--- src/scgu_pkg.sv ---
// Package with register map, field layouts and encodings of the clock generation unit.
`default_nettype none
package scgu_pkg;
   // ****************************************************************
   // Register map, word aligned byte addresses
   // ****************************************************************
   localparam int          ADR_W            = 8;
   localparam logic [7:0]  OFS_OUT_HALVE    = 8'h00;
   localparam logic [7:0]  OFS_UNIT_RATIO   = 8'h04;
   localparam logic [7:0]  OFS_LB_DIVIDER   = 8'h08;
   localparam logic [7:0]  OFS_STATUS       = 8'h0c;
   localparam logic [7:0]  OFS_RATIOS       = 8'h10;

   // ****************************************************************
   // Unit clock ratio encodings and defaults
   // ****************************************************************
   localparam int          NUM_UNITS        = 7;
   localparam int          UNIT_PCI         = 6;
   localparam logic [1:0]  RATIO_OFF        = 2'h0;
   localparam logic [1:0]  RATIO_FULL       = 2'h1;
   localparam logic [1:0]  RATIO_HALF       = 2'h2;
   localparam logic [1:0]  RATIO_THIRD      = 2'h3;
   localparam logic [13:0] UNIT_RATIO_RST   = 14'h1fff;
   localparam logic [2:0]  PHASE_LAST       = 3'h5;
   localparam logic [2:0]  PHASE_THIRD      = 3'h3;

   // ****************************************************************
   // Local bus divider encodings
   // ****************************************************************
   localparam logic [1:0]  LB_DIV2          = 2'h0;
   localparam logic [1:0]  LB_DIV4          = 2'h1;
   localparam logic [1:0]  LB_DIV8          = 2'h2;
   localparam logic [2:0]  LB_CNT_LAST      = 3'h7;

   // ****************************************************************
   // System PLL multiplier decode
   // ****************************************************************
   localparam logic [3:0]  SYSTEM_PLL_MULTIPLIER_X16         = 4'h0;
   localparam logic [3:0]  SYSTEM_PLL_MULTIPLIER_RSVD        = 4'h1;
   localparam logic [4:0]  MULT_16          = 5'h10;

   // Fields of the low reset configuration word, bit 31 first.
   typedef struct packed {
      logic       lbiu_doubler;
      logic       mem_doubler;
      logic [1:0] spare_a;
      logic [3:0] system_pll_multiplier;
      logic       spare_b;
      logic [6:0] core_pll;
      logic [15:0] spare_c;
   } scgu_rcw_t;

   // Status word layout as read by software.
   typedef struct packed {
      logic [8:0] zero_hi;
      logic [6:0] core_pll;
      logic       zero_lo;
      logic       halve_strap;
      logic       host_role;
      logic       running;
      logic       mem_doubler;
      logic       lbiu_doubler;
      logic       system_pll_multiplier_reserved;
      logic [4:0] sys_mult;
      logic [3:0] system_pll_multiplier;
   } scgu_status_t;
endpackage
`default_nettype wire

--- src/scgu_top.sv ---
// Clock generation and distribution unit with strap capture and Wishbone registers.
// How it works
// RL1 - Host role uses host reference clock input
// RL2 - Agent role uses agent clock input
// RL3 - Halve strap picks sync output divide
// RL4 - Each bus clock output halved by own bit
// RL5 - System clock ratio: multiplier times halve factor
// RL6 - Core setting taken from captured config word
// RL7 - Memory clock doubled, pair is its half
// RL8 - Local unit clock doubled, then divided
// RL9 - Unit ratios default at reset, software changes
// RL10 - Six units default third, bus full
// RL11 - Configurer keeps frequencies inside limits
// RL12 - Software keeps security, USB under limit
// RL13 - Board holds ethernet strap bit high
// RL14 - Multiplier 0 means sixteen, 1 reserved
// RL15 - Local clock is half, quarter or eighth
// RL16 - Ratio changes only on phase boundary
// RL17 - Derived clocks stopped until PLL lock
`default_nettype none
module scgu_top #(
   parameter int NUM_BUS_CLK = 5,
   parameter int NUM_LCLK    = 3
) (
   input  wire logic                     clk_i,
   input  wire logic                     rst_i,
   input  wire logic                     wb_cyc_i,
   input  wire logic                     wb_stb_i,
   input  wire logic                     wb_we_i,
   input  wire logic [7:0]               wb_adr_i,
   input  wire logic [3:0]               wb_sel_i,
   input  wire logic [31:0]              wb_dat_i,
   output logic      [31:0]              wb_dat_o,
   output logic                          wb_ack_o,
   input  wire logic                     host_role_strap_i,
   input  wire logic                     input_halve_strap_i,
   input  wire logic [31:0]              reset_config_word_low_i,
   input  wire logic                     host_reference_clock_i,
   input  wire logic                     agent_clock_i,
   input  wire logic                     sys_pll_lock_i,
   output logic                          sync_loop_out_o,
   output logic      [NUM_BUS_CLK-1:0]   bus_clock_outputs_o,
   output logic      [4:0]               system_pll_multiplier_o,
   output logic                          system_pll_multiplier_reserved_o,
   output logic      [5:0]               csb_over_sync_o,
   output logic      [6:0]               core_pll_setting_o,
   output logic      [5:0]               mem_ctrl_mult_o,
   output logic      [5:0]               lbiu_mult_o,
   output logic                          memory_bus_clock_pair_p_o,
   output logic                          memory_bus_clock_pair_n_o,
   output logic                          local_sync_output_o,
   output logic      [NUM_LCLK-1:0]      local_bus_clock_outputs_o,
   output logic      [scgu_pkg::NUM_UNITS-1:0] unit_clk_en_o,
   output logic                          unit_rst_o
);
   // ****************************************************************
   // Elaboration checks
   // ****************************************************************
   if (NUM_BUS_CLK < 1 || NUM_BUS_CLK > 16) begin : g_bad_bus
      $error("NUM_BUS_CLK must lie in 1..16");
   end
   if (NUM_LCLK < 1) begin : g_bad_lclk
      $error("NUM_LCLK must be at least 1");
   end

   // ****************************************************************
   // Helpers
   // ****************************************************************
   // Zero means sixteen; one is reserved and reads as zero multiply.
   function automatic logic [4:0] system_pll_multiplier_decode(input logic [3:0] f);
      if (f == scgu_pkg::SYSTEM_PLL_MULTIPLIER_X16) begin
         return scgu_pkg::MULT_16;
      end
      else if (f == scgu_pkg::SYSTEM_PLL_MULTIPLIER_RSVD) begin
         return 5'h00;
      end
      return {1'b0, f};
   endfunction

   // Unit enable pattern over a six phase frame shared by all ratios.
   function automatic logic ratio_tick(input logic [1:0] r, input logic [2:0] ph);
      case (r)
         scgu_pkg::RATIO_FULL:  return 1'b1;
         scgu_pkg::RATIO_HALF:  return ~ph[0];
         scgu_pkg::RATIO_THIRD: return (ph == 3'h0) || (ph == scgu_pkg::PHASE_THIRD);
         default:               return 1'b0;
      endcase
   endfunction

   // Byte lane merge for Wishbone writes.
   function automatic logic [31:0] lane_merge(input logic [31:0] old_v,
                                              input logic [31:0] new_v,
                                              input logic [3:0]  sel);
      logic [31:0] m;
      m = old_v;
      for (int b = 0; b < 4; b++) begin
         if (sel[b]) begin
            m[8*b +: 8] = new_v[8*b +: 8];
         end
      end
      return m;
   endfunction

   // ****************************************************************
   // Strap and configuration word capture
   // ****************************************************************
   typedef enum logic [1:0] {ST_CAPTURE, ST_WAIT_LOCK, ST_RUN} scgu_state_t;

   scgu_state_t         state_reg, state_next;
   scgu_pkg::scgu_rcw_t rcw_reg,   rcw_next;
   logic                host_reg,  host_next;
   logic                halve_reg, halve_next;
   logic                run;

   // Straps are caught in the first cycle after reset release, never under reset.
   always_comb begin
      state_next = state_reg;
      rcw_next   = rcw_reg;
      host_next  = host_reg;
      halve_next = halve_reg;
      case (state_reg)
         ST_CAPTURE: begin
            rcw_next   = scgu_pkg::scgu_rcw_t'(reset_config_word_low_i); // [RL6]
            host_next  = host_role_strap_i;
            halve_next = input_halve_strap_i;
            state_next = ST_WAIT_LOCK;
         end
         ST_WAIT_LOCK: begin
            if (sys_pll_lock_i) begin
               state_next = ST_RUN; // [RL17]
            end
         end
         ST_RUN: begin
            if (!sys_pll_lock_i) begin
               state_next = ST_WAIT_LOCK; // [RL17]
            end
         end
         default: state_next = ST_CAPTURE;
      endcase
   end

   always_ff @(posedge clk_i) begin
      if (rst_i) begin
         state_reg <= ST_CAPTURE;
         rcw_reg   <= '0;
         host_reg  <= 1'b0;
         halve_reg <= 1'b0;
      end
      else begin
         state_reg <= state_next;
         rcw_reg   <= rcw_next;
         host_reg  <= host_next;
         halve_reg <= halve_next;
      end
   end

   // Derived clocks run only with a captured word and a locked PLL.
   assign run = (state_reg == ST_RUN) && sys_pll_lock_i; // [RL17]

   // Ratio figures follow straight from the captured fields.
   assign system_pll_multiplier_o = system_pll_multiplier_decode(rcw_reg.system_pll_multiplier); // [RL14]
   assign system_pll_multiplier_reserved_o         = (rcw_reg.system_pll_multiplier == scgu_pkg::SYSTEM_PLL_MULTIPLIER_RSVD); // [RL14]
   assign csb_over_sync_o         = {1'b0, system_pll_multiplier_o} << halve_reg; // [RL5]
   assign core_pll_setting_o      = rcw_reg.core_pll; // [RL6]
   assign mem_ctrl_mult_o         = {1'b0, system_pll_multiplier_o} << rcw_reg.mem_doubler; // [RL7]
   assign lbiu_mult_o             = {1'b0, system_pll_multiplier_o} << rcw_reg.lbiu_doubler; // [RL8]

   // ****************************************************************
   // Wishbone register file
   // ****************************************************************
   logic [NUM_BUS_CLK-1:0] occr_reg, occr_next;
   logic [13:0]            sccr_reg, sccr_next;
   logic [1:0]             lccr_reg, lccr_next;
   logic [31:0]            dat_reg,  dat_next;
   logic                   ack_reg,  ack_next;
   logic [31:0]            rd_word;
   logic [31:0]            wr_word;
   scgu_pkg::scgu_status_t status;
   logic                   wr_go;

   always_comb begin
      status               = '0;
      status.core_pll      = rcw_reg.core_pll;
      status.halve_strap   = halve_reg;
      status.host_role     = host_reg;
      status.running       = run;
      status.mem_doubler   = rcw_reg.mem_doubler;
      status.lbiu_doubler  = rcw_reg.lbiu_doubler;
      status.system_pll_multiplier_reserved = system_pll_multiplier_reserved_o;
      status.sys_mult      = system_pll_multiplier_o;
      status.system_pll_multiplier          = rcw_reg.system_pll_multiplier;
   end

   // Read mux; unmapped addresses answer with zero so the bus never hangs.
   always_comb begin
      case (wb_adr_i)
         scgu_pkg::OFS_OUT_HALVE:  rd_word = 32'(occr_reg);
         scgu_pkg::OFS_UNIT_RATIO: rd_word = 32'(sccr_reg);
         scgu_pkg::OFS_LB_DIVIDER: rd_word = 32'(lccr_reg);
         scgu_pkg::OFS_STATUS:     rd_word = status;
         scgu_pkg::OFS_RATIOS:     rd_word = {10'h000, mem_ctrl_mult_o, 2'h0,
                                              lbiu_mult_o, 2'h0, csb_over_sync_o};
         default:                  rd_word = 32'h0000_0000;
      endcase
   end

   assign wr_go   = wb_cyc_i && wb_stb_i && wb_we_i && !ack_reg;
   assign wr_word = lane_merge(rd_word, wb_dat_i, wb_sel_i);

   // One wait state: ack rises the cycle after the request, drops the next.
   always_comb begin
      ack_next  = wb_cyc_i && wb_stb_i && !ack_reg;
      dat_next  = ack_next ? rd_word : dat_reg;
      occr_next = occr_reg;
      sccr_next = sccr_reg;
      lccr_next = lccr_reg;
      if (wr_go && wb_adr_i == scgu_pkg::OFS_OUT_HALVE) begin
         occr_next = wr_word[NUM_BUS_CLK-1:0]; // [RL4]
      end
      if (wr_go && wb_adr_i == scgu_pkg::OFS_UNIT_RATIO) begin
         sccr_next = wr_word[13:0]; // [RL9]
         // The bus and DMA complex only knows off and full.
         if (wr_word[2*scgu_pkg::UNIT_PCI+1]) begin
            sccr_next[2*scgu_pkg::UNIT_PCI +: 2] = sccr_reg[2*scgu_pkg::UNIT_PCI +: 2]; // [RL10]
         end
      end
      // Encoding three is not a divider and leaves the setting alone.
      if (wr_go && wb_adr_i == scgu_pkg::OFS_LB_DIVIDER && wr_word[1:0] != 2'h3) begin
         lccr_next = wr_word[1:0]; // [RL15]
      end
   end

   always_ff @(posedge clk_i) begin
      if (rst_i) begin
         occr_reg <= '0;
         sccr_reg <= scgu_pkg::UNIT_RATIO_RST; // [RL10]
         lccr_reg <= scgu_pkg::LB_DIV2;
         dat_reg  <= '0;
         ack_reg  <= 1'b0;
      end
      else begin
         occr_reg <= occr_next;
         sccr_reg <= sccr_next;
         lccr_reg <= lccr_next;
         dat_reg  <= dat_next;
         ack_reg  <= ack_next;
      end
   end

   assign wb_ack_o = ack_reg;
   assign wb_dat_o = dat_reg;

   // ****************************************************************
   // Primary clock selection and bus clock outputs
   // ****************************************************************
   logic                   prim;
   logic                   prim_prev_reg, prim_prev_next;
   logic                   half_reg,      half_next;
   logic                   sync_reg,      sync_next;
   logic [NUM_BUS_CLK-1:0] bus_reg,       bus_next;

   // The halved clock toggles on each rising edge of the chosen input.
   always_comb begin
      prim           = host_reg ? host_reference_clock_i : agent_clock_i; // [RL1] [RL2]
      prim_prev_next = prim;
      half_next      = (prim && !prim_prev_reg) ? !half_reg : half_reg; // [RL1]
      sync_next      = halve_reg ? half_next : prim; // [RL3]
      for (int i = 0; i < NUM_BUS_CLK; i++) begin
         bus_next[i] = occr_reg[i] ? half_next : prim; // [RL4]
      end
   end

   always_ff @(posedge clk_i) begin
      if (rst_i) begin
         prim_prev_reg <= 1'b0;
         half_reg      <= 1'b0;
         sync_reg      <= 1'b0;
         bus_reg       <= '0;
      end
      else begin
         prim_prev_reg <= prim_prev_next;
         half_reg      <= half_next;
         sync_reg      <= sync_next;
         bus_reg       <= bus_next;
      end
   end

   assign sync_loop_out_o     = sync_reg;
   assign bus_clock_outputs_o = bus_reg;

   // ****************************************************************
   // Memory pair, local bus divider and unit clock enables
   // ****************************************************************
   logic [2:0]                     phase_reg, phase_next;
   logic [13:0]                    act_reg,   act_next;
   logic [scgu_pkg::NUM_UNITS-1:0] en_reg,    en_next;
   logic                           mck_reg,   mck_next;
   logic [2:0]                     lbc_reg,   lbc_next;
   logic [1:0]                     lbd_reg,   lbd_next;
   logic                           lclk_reg,  lclk_next;

   // Ratio and divider settings are adopted only where every pattern restarts,
   // so no unit sees a shortened pulse; the cost is up to six cycles of latency for ratios and eight for the divider.
   always_comb begin
      phase_next = (!run || phase_reg == scgu_pkg::PHASE_LAST) ? 3'h0 : phase_reg + 3'h1;
      act_next   = (phase_reg == scgu_pkg::PHASE_LAST || !run) ? sccr_reg : act_reg; // [RL16]
      for (int u = 0; u < scgu_pkg::NUM_UNITS; u++) begin
         en_next[u] = run && ratio_tick(act_next[2*u +: 2], phase_next); // [RL9] [RL10]
      end
      mck_next  = run && !mck_reg; // [RL7]
      lbc_next  = run ? lbc_reg + 3'h1 : 3'h0;
      lbd_next  = (lbc_reg == scgu_pkg::LB_CNT_LAST || !run) ? lccr_reg : lbd_reg; // [RL16]
      case (lbd_next)
         scgu_pkg::LB_DIV4: lclk_next = run && lbc_next[1]; // [RL15]
         scgu_pkg::LB_DIV8: lclk_next = run && lbc_next[2]; // [RL15]
         default:           lclk_next = run && lbc_next[0]; // [RL8]
      endcase
   end

   always_ff @(posedge clk_i) begin
      if (rst_i) begin
         phase_reg <= 3'h0;
         act_reg   <= scgu_pkg::UNIT_RATIO_RST;
         en_reg    <= '0;
         mck_reg   <= 1'b0;
         lbc_reg   <= 3'h0;
         lbd_reg   <= scgu_pkg::LB_DIV2;
         lclk_reg  <= 1'b0;
      end
      else begin
         phase_reg <= phase_next;
         act_reg   <= act_next;
         en_reg    <= en_next;
         mck_reg   <= mck_next;
         lbc_reg   <= lbc_next;
         lbd_reg   <= lbd_next;
         lclk_reg  <= lclk_next;
      end
   end

   assign memory_bus_clock_pair_p_o = mck_reg;
   assign memory_bus_clock_pair_n_o = run && !mck_reg; // [RL7]
   assign local_sync_output_o       = lclk_reg;
   assign local_bus_clock_outputs_o = {NUM_LCLK{lclk_reg}};
   assign unit_clk_en_o             = en_reg;
   assign unit_rst_o                = !run; // [RL17]
endmodule
`default_nettype wire

--- config.mk ---
export PLATFORM = sky130hd
export DESIGN_NAME = scgu_top
export DESIGN_NICKNAME = d
export VERILOG_FILES = /design/src/scgu_pkg.sv /design/src/scgu_top.sv
export SDC_FILE = /design/constraint.sdc
export NUM_CORES = 1
export LEC_CHECK = 0
export ABC_AREA = 1
export BUFFER_PORTS_ARGS = -buffer_cell sky130_fd_sc_hd__buf_2
export CORE_AREA = 2 2 97 99
export DETAILED_ROUTE_END_ITERATION = 8
export DIE_AREA = 0 0 99 101
export PLACE_DENSITY = 0.88
export SYNTH_ARGS = -nofsm -noshare
export SYNTH_HDL_FRONTEND = slang
export SYNTH_SLANG_ARGS = --single-unit
--- constraint.sdc ---
create_clock -name clk_i -period 3.23 [get_ports clk_i]
set_clock_uncertainty 0.2 [all_clocks]
set_input_delay 0.646 -clock clk_i [delete_from_list [all_inputs] [get_ports clk_i]]
set_output_delay 0.646 -clock clk_i [all_outputs]
set_load 0.005 [all_outputs]
### Word-level counts from Yosys, hierarchy flattened

Cells that the tools add are included.

| cells by class | value |
|---|---|
| shift-type cells | 3 |
| muxes and demuxes | 31 |
| reduce and logical (&&, ||, !) cells | 35 |
| bitwise gates (word level) | 2 |
| add/sub/neg operators | 2 |
| equality and inequality tests | 36 |

Operators by type and width:

| kind | number |
|---|---|
| 23-bit one-hot mux with 5 select lines | 1 |
| 2-bit equality test, second input constant | 16 |
| 1-bit logical AND | 21 |
| 1-bit one-hot mux with 3 select lines | 7 |
| 2-bit by 1-bit equality test with 1-bit output, second input constant | 9 |
| 5-bit by 1-bit left shift with 6-bit output | 3 |
| 8-bit by 4-bit equality test with 1-bit output, second input constant | 2 |
| 5-bit 2-to-1 mux | 3 |
| 14-bit 2-to-1 mux | 1 |
| 1-bit 2-to-1 mux | 10 |
| 8-bit by 3-bit equality test with 1-bit output, second input constant | 1 |
| 8-bit by 5-bit equality test with 1-bit output, second input constant | 1 |
| 8-bit logical NOT | 1 |
| 8-bit 2-to-1 mux | 1 |
| 3-bit by 1-bit adder with 3-bit output, second input constant | 2 |
| 3-bit equality test, second input constant | 2 |
| 2-bit 2-to-1 mux | 3 |
| 3-bit 2-to-1 mux | 2 |
| 6-bit 2-to-1 mux | 1 |
| 2-bit inequality test, second input constant | 3 |
| 2-bit one-hot mux with 3 select lines | 1 |
| 1-bit logical NOT | 5 |
| 4-bit by 1-bit equality test with 1-bit output, second input constant | 1 |
| 4-bit logical NOT | 1 |
| 7 further kinds | 11 |

| storage, ports and cells | value |
|---|---|
| bits of input ports | 86 |
| register bits after elaboration | 100 |
| logic and storage cells | 133 |
| output and inout bits | 84 |

### Logic depth before layout (Yosys ltp)

Gate-level depths: netlist of run 1.

| depth | value |
|---|---|
| depth after elaboration | 9 |
| depth in mapped cells | 12 |
| mapped depth without buffers | 12 |

### Worst setup path before layout of run 1

No wires, ideal clock.

| path | value |
|---|---|
| path kind | input-to-reg |
| start point | input port sys_pll_lock_i |
| end point | register lclk_reg, in the netlist local_sync_output_o |
| data arrival time | 1.853 ns |
| path buffers | 0 |
| library setup time | 0.128 ns |
| stages | 6 |
| data required time | 2.902 ns |
| path slack | 1.049 ns |
| cell sequence | nand3_4 -> or2_2 -> o21ai_0 -> ha_1 -> a221oi_1 -> a211oi_1 |

| between the ends | value |
|---|---|
| cells in the longest elaborated chain, start to end | 6 |
| elaborated cells between the ends (all ways) | 11 |
| those cells by class | eq/ne (2); mux (3); reduce/logical (6) |

Ends and longest elaborated chain:

| item | RTL line | text |
|---|---|---|
| from (decl) | scgu_top.sv:40 | `input wire logic sys_pll_lock_i,` |
| 1-bit logical AND (*) | scgu_top.sv:158 | `assign run = (state_reg == ST_RUN) && sys_pll_lock_i;` |
| 1-bit logical NOT | scgu_top.sv:312 | `lbd_next = (lbc_reg == scgu_pkg::LB_CNT_LAST \|\| !run) ? lccr_reg : lbd_reg;` |
| 1-bit logical OR | scgu_top.sv:312 |  |
| 2-bit 2-to-1 mux | scgu_top.sv:312 |  |
| 2-bit equality test / 2-bit by 1-bit equality test with 1-bit output (equally long branches) | scgu_top.sv:313 | `case (lbd_next)` |
| 1-bit one-hot mux with 2 select lines (*) | scgu_top.sv:313 |  |
| to (signal assigned) | scgu_top.sv:337 | `lclk_reg <= lclk_next;` |
| to (decl) | scgu_top.sv:300 | `logic lclk_reg, lclk_next;` |

Mark *: on every way between the ends. The rest lies on a longest branch, timed or not.
A chain may end at the register's enable or synchronous reset.

### Worst setup path after layout of run 1

| path | value |
|---|---|
| start point | register rcw_reg[27] in the netlist's numbering |
| end point | output port lbiu_mult_o[4] |

| between the ends | value |
|---|---|
| cells in the longest elaborated chain, start to end | 5 |
| elaborated cells between the ends (all ways) | 7 |
| those cells by class | eq/ne (1); shift (1); mux (4); reduce/logical (1) |

Ends and longest elaborated chain:

| item | RTL line | text |
|---|---|---|
| from (decl) | scgu_top.sv:110 | `scgu_pkg::scgu_rcw_t rcw_reg, rcw_next;` |
| from (signal assigned) | scgu_top.sv:151 | `rcw_reg <= rcw_next;` |
| 4-bit by 1-bit equality test with 1-bit output | scgu_top.sv:74 | `else if (f == scgu_pkg::SYSTEM_PLL_MULTIPLIER_RSVD) begin` |
| 1-bit 2-to-1 mux | scgu_top.sv:74 |  |
| 1-bit 2-to-1 mux | scgu_top.sv:71 | `if (f == scgu_pkg::SYSTEM_PLL_MULTIPLIER_X16) begin` |
| 5-bit 2-to-1 mux (*) | scgu_top.sv:77 | `return {1'b0, f};` |
| 5-bit by 1-bit left shift with 6-bit output (*) | scgu_top.sv:166 | `assign lbiu_mult_o = {1'b0, system_pll_multiplier_o} << rcw_reg.lbiu_doubler;` |
| to (decl) | scgu_top.sv:48 | `output logic [5:0] lbiu_mult_o,` |

Marked as above.

==> results of run 1 <==
==> stage by stage <==
| stage | setup WS [ns] | utilization [%] | cells |
|---|---|---|---|
| 2_1_floorplan | 1.05 | - | 665 |
| 3_3_place_gp | 0.725 | 58.0 | 854 |
| 3_5_place_dp | 0.697 | 58.0 | 854 |
| 4_1_cts | 0.668 | 60.1 | 870 |
| 5_1_grt | 0.589 | 60.1 | 870 |
| 6_report | 0.621 | 60.1 | 870 |
==> metal layers <==
metal,part of all wire [%],routed length (um),vias to the layer above,global-route usage [%]
li1,-,-,2264,-
met1,41,5040,2121,31.0
met2,50,6150,205,43.7
met3,7.0,867,24,2.98
met4,2.6,318,0,9.59
met5,0,0,-,0
==> worst max-delay path, stage by stage (launching register included) <==
cell and delay, ns:
dfxtp_1 0.35, inv_1 0.25, nand3_4 0.19, nor2_4 0.19, nand2_1 0.06, o21ai_0 0.15, buf_2 0.20
==> power groups by stage <==
stage | clock [mW] | combinational [mW] | sequential, mW
global placement | 0 | 0.291 | 1.31
global route | 0.834 | 0.334 | 1.28
CTS | 0.786 | 0.298 | 1.28
floorplan | 0 | 0.195 | 1.30
detailed placement | 0 | 0.297 | 1.31
finish | 0.784 | 0.301 | 1.28
==> worst min-delay path by stage <==
| stage | to | depth (start not counted) | slack, ns |
|---|---|---|---|
| 2_1_floorplan | lbc_reg[0] | 1 | 0.22 |
| 3_3_place_gp | memory_bus_clock_pair_p_o | 1 | 0.23 |
| 3_5_place_dp | memory_bus_clock_pair_p_o | 1 | 0.23 |
| 4_1_cts | memory_bus_clock_pair_p_o | 1 | 0.25 |
| 5_1_grt | memory_bus_clock_pair_p_o | 1 | 0.28 |
| 6_report | memory_bus_clock_pair_p_o | 1 | 0.25 |
==> cells in the final DEF (no fill, tap or decap), types with 2 or more instances in the layout <==
| cell | synthesis | final |
|---|---|---|
| o21ai_0 | 53 | 53 |
| clkinv_4 | 0 | 2 |
| inv_8 | 0 | 2 |
| clkbuf_8 | 0 | 10 |
| clkinv_1 | 2 | 2 |
| nor2_1 | 53 | 53 |
| ha_1 | 6 | 6 |
| nand2_2 | 3 | 3 |
| dfxtp_1 | 99 | 99 |
| inv_2 | 11 | 11 |
| a21oi_1 | 46 | 46 |
| nand2_1 | 174 | 174 |
| o211ai_1 | 11 | 11 |
| nand3_1 | 26 | 26 |
| buf_4 | 22 | 4 |
| nor2_2 | 4 | 4 |
| conb_1 | 1 | 10 |
| buf_2 | 4 | 120 |
| nand4_1 | 4 | 4 |
| o21ai_2 | 5 | 5 |
| a21oi_2 | 3 | 3 |
| inv_1 | 59 | 59 |
| o22ai_1 | 4 | 4 |
| nor2_4 | 3 | 3 |
| o21ai_1 | 15 | 15 |
| nand3_4 | 2 | 2 |
| or2_2 | 14 | 14 |
==> cell type report <==
type / instances / area share, %
clock buffer: 10 / 2.55
clock inverter: 6 / 1.04
timing repair buffer: 124 / 11.7
inverter: 73 / 5.12
sequential: 99 / 36.7
tap: 111 / 2.57
multi-input combinational: 447 / 40.3
==> cells in the mapped netlist (4+ instances only) <==
cell type / n
a21oi_1: 46
nor2_2: 4
or2_2: 14
o22ai_1: 4
o21ai_1: 15
buf_2: 4
o21ai_0: 53
nand2_1: 174
nor2_1: 53
nand4_1: 4
dfxtp_1: 99
nand3_1: 26
inv_2: 11
inv_1: 59
clkbuf_1: 17
buf_4: 22
o211ai_1: 11
o21ai_2: 5
ha_1: 6
==> cell families after synthesis <==
| logic type | after synthesis |
|---|---|
| buffers and inverters | 119 |
| AOI/OAI and AO/OA | 143 |
| other | 1 |
| adders and majority gates | 6 |
| DFF | 99 |
| and+or+nand+nor | 288 |
==> metrics.md, run 1 <==
| Metric | Value |
|---|---|
| Slew @ Worst Pin | 0.879 ns |
| CTS root buffer | clkbuf_8 |
| Post-CTS setup buffer count | 0 |
| Final Net Count | 846 |
| Placed Area | 5200 um^2 |
| ANT nets after route | 0 |
| PnR Total Power | 2.37 mW |
| CP required | roughly 2.4 ns |
| Clock Power Share | roughly a third |
| Via-per-instance ratio | 5.30 |
| Final min period | between 2 and 3 ns |
| Primary FF master, synth | dfxtp_1 |
| Max_cap viols | 0 |
| Hold WS | 0.247 ns |
| Final TNS setup | 0 ns |
| Post-Syn Area | 4680 um^2 |
| # rows | 35 |
| Seq/Total Area, Yosys | around 42% |
| Post-synth EDFFs | 0 |
| Initial Utilization | around 52% |
| Largest area contributor in the netlist | dfxtp_1 |
| Initial DRC count | roughly 370 |
| Max FFs per register | 22 |
| Final wirelength | 12.4 mm |
| CTS tree | done |
| Pint | 1.68 mW |
| Pin count of the biggest net entering global routing | 32 |
| Synth area leaders | dfxtp_1, nand2_1, o21ai_0, a21oi_1, inv_1 |
| Die W | 99 um |
| Pwr Density | 438 nW/um^2 |
| Avg Cell Area, Syn | 7.13 um^2 |
| Post-Syn Instances | between 600 and 700 |
| CP Data Arrival Time | about 1.8 ns |
| Worst R2R End | local_sync_output_o |
| Crit end category | primary output |
| Via Count | 4614 |
| Combinational power share | 12.7% |
| Sw Pwr | roughly 0.69 mW |
| CP Launch Point | rcw_reg[27] |
| Worst vdd ir | 0.223 mV |
| Filler cells | 852 |
| Drt first pass iters | 5 |
| Multi-input logic area | 2180 um^2 |
| Multiplexer area fraction after synthesis | 0% |
| Antenna violations before repair | 0 |
| Sw frac | between 20 and 30% |
| Post-CTS sizing | 0 |
| Reg2reg path depth | 8 |
| Global route overflow | 0 |
| Hold Buf Count CTS | 0 |
| Core box area | about 9000 um^2 |
| I/O Buffers | 120 |
| Setup Crit Path Kind | flip-flop to primary output |
| Max-slew violations | 0 |
| Critical Path Fanout Max | 8 |
| CTS sink cnt | between 90 and 100 |
| Post-synthesis xor/xnor area fraction | 0% |
| Ant diodes | 0 |
| GRT Resource Usage Total | 24.8% |
| Synth Warn # | 0 |
| Routed wire per std cell | 14.2 um |
| DRC viols | 0 |
| HPWL after detailed placement | ~9 mm |
| I/O pins | 170 |
| CTS clock-pin slew for the worst setup and hold paths | 0.11 ns |
| Finished Cell Area | 5400 um^2 |
| First-pass GRT wire length | 19.9 mm |
| Status | complete, no violations |
| RSZ-0062 raised after global routing | no |
| Endpoints failing hold | 0 |
| Area grow syn2layout | 15.4% |
| Tightest Hold Check Type | flip-flop to flip-flop |
| Critical R2R Launch | lbc_reg[0] |
| CTS max path bufs | 2 |
| Rel. slew slack | 41.2% |
| Fmax | 383 MHz |
| Layout cells sized above 1 | 24.9% |
| Crit path to | lbiu_mult_o[4] |
| Fraction of registers with async set/reset | 0% |
| Post-synth top area share | 42.4% |
| Worst Setup Start Kind | flip-flop |
| Reg area | 1980 um^2 |
| Vias in the first global route | between 4000 and 5000 |
| Post-synthesis adder-cell area fraction | 1.61% |
| Gp weighted congestion | approximately 0.95 |
| Distinct cell type count after synthesis | 39 |
| Fin crit share | approximately four fifths |
| #FFs+latches synth | between 90 and 100 |
| Seq pwr share | between 50% and 60% |
| Leak pwr | about 2.6 nW |
| Inserted Clock Buffers | 9 |
| Synth Area in Compound Gates | approximately 17% |
| Internal reg-to-reg setup slack | 0.96 ns |
| Largest family of logic cells by synthesized area | simple AND/OR/NAND/NOR gates |
| Clk_lat worst skew | 0.37 ns |
| H-tree depth | 3 |
| Die area | ~10000 um^2 |
| Setup-failing EPs final | 0 |
| Die H | between 100 and 150 um |
| Simple-gate share of the synthesized area | 26.6% |
| Min-delay src | memory_bus_clock_pair_p_o |
Power figures use the tool's default switching activity.
==> inputs of run 2 (changes only) <==
==> config.mk (replaced) <==
export PLATFORM = sky130hd
export DESIGN_NAME = scgu_top
export DESIGN_NICKNAME = d
export VERILOG_FILES = /design/src/scgu_pkg.sv /design/src/scgu_top.sv
export SDC_FILE = /design/constraint.sdc
export NUM_CORES = 1
export LEC_CHECK = 0
export ABC_AREA = 0
export BUFFER_PORTS_ARGS = -buffer_cell sky130_fd_sc_hd__buf_2
export CORE_AREA = 2 2 101 103
export DETAILED_ROUTE_END_ITERATION = 8
export DIE_AREA = 0 0 103 105
export PLACE_DENSITY = 0.83
export SYNTH_ARGS = -nofsm -noshare
export SYNTH_HDL_FRONTEND = slang
export SYNTH_SLANG_ARGS = --single-unit
==> constraint.sdc (replaced) <==
create_clock -name clk_i -period 2.7 [get_ports clk_i]
set_clock_uncertainty 0.2 [all_clocks]
set_input_delay 0.54 -clock clk_i [delete_from_list [all_inputs] [get_ports clk_i]]
set_output_delay 0.54 -clock clk_i [all_outputs]
set_load 0.005 [all_outputs]
==> metrics.md, run 2 <==
| Metric | Value |
|---|---|
| Max FFs per register | 22 (unchanged) |
| Drt first pass iters | 5 (unchanged) |
| Final Net Count | 780 (was 846) |
| Seq pwr share | 52.1% (was 54.1%) |
| Top post-synthesis cells by count | dfxtp_1, nand2_1, nor2_1 (was nand2_1, dfxtp_1, inv_1) |
| H-tree depth | 3 (unchanged) |
| Antenna violations before repair | 0 (unchanged) |
| Max-slew violations | 0 (unchanged) |
| Clk_lat worst skew | 0.37 ns (about the same) |
| Most common cell after layout, fill and taps aside | buf_2 (was nand2_1) |
| Synth Warn # | 0 (unchanged) |
| Primary FF master, synth | dfxtp_1 (unchanged) |
| Critical Path Fanout Max | 11 (was 8) |
| Most frequent cells in the layout | buf_2, dfxtp_1, nand2_1, nor2_1, a21oi_1 (was nand2_1, buf_2, dfxtp_1, inv_1) |
| Endpoints failing hold | 0 (unchanged) |
| Via Count | 4771 (was 4614) |
| Reg area | 1980 um^2 (unchanged) |
| Status | complete, no violations (unchanged) |
| Sw frac | 28.0% (was 29.1%) |
| Tightest Hold Check Type | input pin to flip-flop (was flip-flop to flip-flop) |
| Pin count of the biggest net entering global routing | 28 (was 32) |
| CTS clock-pin slew for the worst setup and hold paths | 0.10 ns (was 0.11 ns) |
| Reg2reg path depth | 5 (was 8) |
| Worst Setup Start Kind | flip-flop (unchanged) |
| Fmax | slightly above 400 MHz |
| Rel. slew slack | 36.7% (was 41.2%) |
| I/O pins | 170 (unchanged) |
| Fraction of registers with async set/reset | 0% (unchanged) |
| Buf/Inv on CP | 1 (was 2) |
| Hold Crit Depth | 3 (was 1) |
| Placed Area | 5470 um^2 (was 5200 um^2) |
| Synth area leaders | dfxtp_1, nand2_1, a21oi_1, nor2_1, buf_4 (was dfxtp_1, nand2_1, o21ai_0, a21oi_1, inv_1) |
| Initial DRC count | 391 (was 365) |
| CTS sink cnt | 99 (unchanged) |
| CP Launch Point | rcw_reg[26] (was rcw_reg[27]) |
| Post-synth top area share | 41.3% (was 42.4%) |
| Ant diodes | 0 (unchanged) |
| Post-CTS setup buffer count | 0 (unchanged) |
| CP required | 1.96 ns (was 2.38 ns) |
| Worst vdd ir | 0.301 mV (was 0.223 mV) |
| Vias in the first global route | 4597 (was 4175) |
| Filler cells | 877 (was 852) |
| Worst R2R End | unit_clk_en_o[4] (was local_sync_output_o) |
| Leak pwr | 2.55 nW (was 2.63 nW) |
| CP peak stage delay | 0.51 ns (was 0.35 ns) |
| CTS tree | done (unchanged) |
| CTS max path bufs | 2 (unchanged) |
| I/O Buffers | 120 (unchanged) |
| Post-CTS sizing | 0 (unchanged) |
| Slew @ Worst Pin | 0.946 ns (was 0.879 ns) |
| Final min period | 2.48 ns |
| CP cell instances | nor3_1 -> and2_1 -> buf_2 (was inv_1 -> nand3_4 -> nor2_4 -> nand2_1 -> o21ai_0 -> buf_2) |
| Multi-input logic area | 2450 um^2 (was 2180 um^2) |
| Fin crit share | between 90% and 100% |
| CP Data Arrival Time | 1.74 ns (was 1.76 ns) |
| Worst Hold End | core_pll_setting_o[4] (was memory_bus_clock_pair_p_o) |
| First-pass GRT wire length | 22.8 mm (was 19.9 mm) |
| Critical R2R Launch | phase_reg[0] (was lbc_reg[0]) |
| Critical path's slowest cell | nor3_1 (was dfxtp_1) |
| #FFs+latches synth | 99 (unchanged) |
| Seq/Total Area, Yosys | 41.3% (was 42.4%) |
| Post-Syn Area | 4800 um^2 (was 4680 um^2) |
| Global route overflow | 0 (unchanged) |
| Internal reg-to-reg setup slack | 0.42 ns (was 0.96 ns) |
| Layout cells sized above 1 | 26.8% (was 24.9%) |
| RSZ-0062 raised after global routing | no (unchanged) |
| HPWL after detailed placement | 10.3 mm (was 9.12 mm) |
| GRT Resource Usage Total | 26.6% (was 24.8%) |
| Crit end category | primary output (unchanged) |
| ANT nets after route | 0 (unchanged) |
| Count leader, synth | dfxtp_1 (was nand2_1) |
| Combinational power share | 14.9% (was 12.7%) |
| Clock Power Share | 33.0% (was 33.2%) |
| Post-synth EDFFs | 0 (unchanged) |
| Avg Cell Area, Syn | 8.16 um^2 (was 7.13 um^2) |
| Initial Utilization | 49.8% (was 52.1%) |
| Routed wire per std cell | 17.1 um (was 14.2 um) |
| Final wirelength | 14.1 mm (was 12.4 mm) |
| Setup Crit Path Kind | flip-flop to primary output (unchanged) |
| Largest area contributor in the netlist | dfxtp_1 (unchanged) |
| Post-Syn Instances | 588 (was 656) |
| Pre-CTS setup slack | 0.0959 ns (was 0.697 ns) |
| Core box area | 9640 um^2 (was 8980 um^2) |
| Area grow syn2layout | 18.3% (was 15.4%) |
| Gp weighted congestion | 0.899 (was 0.953) |
| Final TNS setup | 0 ns (unchanged) |
| CP top delay family | simple AND/OR/NAND/NOR gates (was buffers and inverters) |
| # rows | 36 (was 35) |
| Min-delay src | reset_config_word_low_i[20] (was memory_bus_clock_pair_p_o) |
| Die area | 10800 um^2 (was 10000 um^2) |
| Hold Buf Count CTS | 0 (unchanged) |
| Distinct cell type count after synthesis | 59 (was 39) |
| Pint | 2.15 mW (was 1.68 mW) |
| Pwr Density | 527 nW/um^2 (was 438 nW/um^2) |
| DRC viols | 0 (unchanged) |
| Via-per-instance ratio | 5.78 (was 5.30) |
| Inserted Clock Buffers | 9 (unchanged) |
| Setup-failing EPs final | 0 (unchanged) |
| Max_cap viols | 0 (unchanged) |
| Die H | 105 um (was 101 um) |
| Finished Cell Area | 5680 um^2 (was 5400 um^2) |
| Worst Slack Setup Final | 0.224 ns (was 0.621 ns) |
| Sw Pwr | 0.839 mW (was 0.689 mW) |
| CTS root buffer | clkbuf_8 (unchanged) |
| Die W | 103 um (was 99 um) |
-- run 2: worst reg2reg max path, delay by kind of cell (launching register included) --
| family | cells | cell delay, ns |
|---|---|---|
| adder cells (fa/ha/maj) | 1 | 0.38 |
| AND/OR/NAND/NOR | 2 | 0.33 |
| XOR/XNOR | 1 | 0.18 |
| AO/OA/AOI/OAI | 1 | 0.43 |
| flip-flops | 1 | 0.66 |
-- run 2: worst max-delay path by stage --
stage | end | slack (ns) | cells after the start
2_1_floorplan | sccr_reg[5] | 0.34 | 5
3_3_place_gp | occr_reg[2] | 0.18 | 6
3_5_place_dp | occr_reg[3] | 0.1 | 6
4_1_cts | system_pll_multiplier_reserved_o | 0.24 | 3
5_1_grt | mem_ctrl_mult_o[1] | 0.21 | 4
6_report | system_pll_multiplier_reserved_o | 0.22 | 3
-- run 2: power by group through the flow --
stage	sequential [mW]	combinational, mW	clock (mW)
after global routing	1.57	0.488	1.06
final	1.56	0.447	0.988
after CTS	1.56	0.443	0.994
after detailed placement	1.59	0.441	0
after global placement	1.59	0.432	0
after floorplan	1.57	0.283	0
-- run 2: cells by family (layout without fill, tap and decap cells) --
| group | count (synthesis) | in the layout | synth area share [%] |
|---|---|---|---|
| XOR/XNOR | 3 | 3 | 0.548 |
| AND/OR/NAND/NOR | 236 | 236 | 24.0 |
| flip-flops | 99 | 99 | 41.3 |
| AO/OA/AOI/OAI | 139 | 139 | 19.3 |
| other | 1 | 10 | 0.0782 |
| multiplexers | 20 | 20 | 4.43 |
| buffers and inverters | 83 | 179 | 8.55 |
| adder cells (fa/ha/maj) | 7 | 7 | 1.77 |
-- run 2: routing by layer --
metal / GRT usage, % / vias up / routed length [um]
li1: - / 2254 / -
met1: 36.6 / 2249 / 6090
met4: 11.2 / 0 / 348
met2: 41.1 / 239 / 6580
met3: 4.15 / 29 / 1070
met5: 0 / - / 0
-- run 2: metrics by stage --
step | std cells | hold slack, ns | power [mW] | util [%]
final | 826 | 0.200 | 2.99 | 58.9
after global routing | 826 | 0.207 | 3.11 | 58.9
after global placement | 810 | 0.217 | 2.02 | 56.8
after CTS | 826 | 0.193 | 2.99 | 58.9
after floorplan | 597 | 0.218 | 1.86 | -
after detailed placement | 810 | 0.229 | 2.03 | 56.8
-- run 2: cell type report --
cell class,instances,area share [%]
Multi-Input combinational cell,415,43.1
Sequential cell,99,34.9
Timing Repair Buffer,148,14.5
Tap cell,133,2.93
Clock buffer,11,2.49
Clock inverter,5,1.08
Inverter,15,0.992
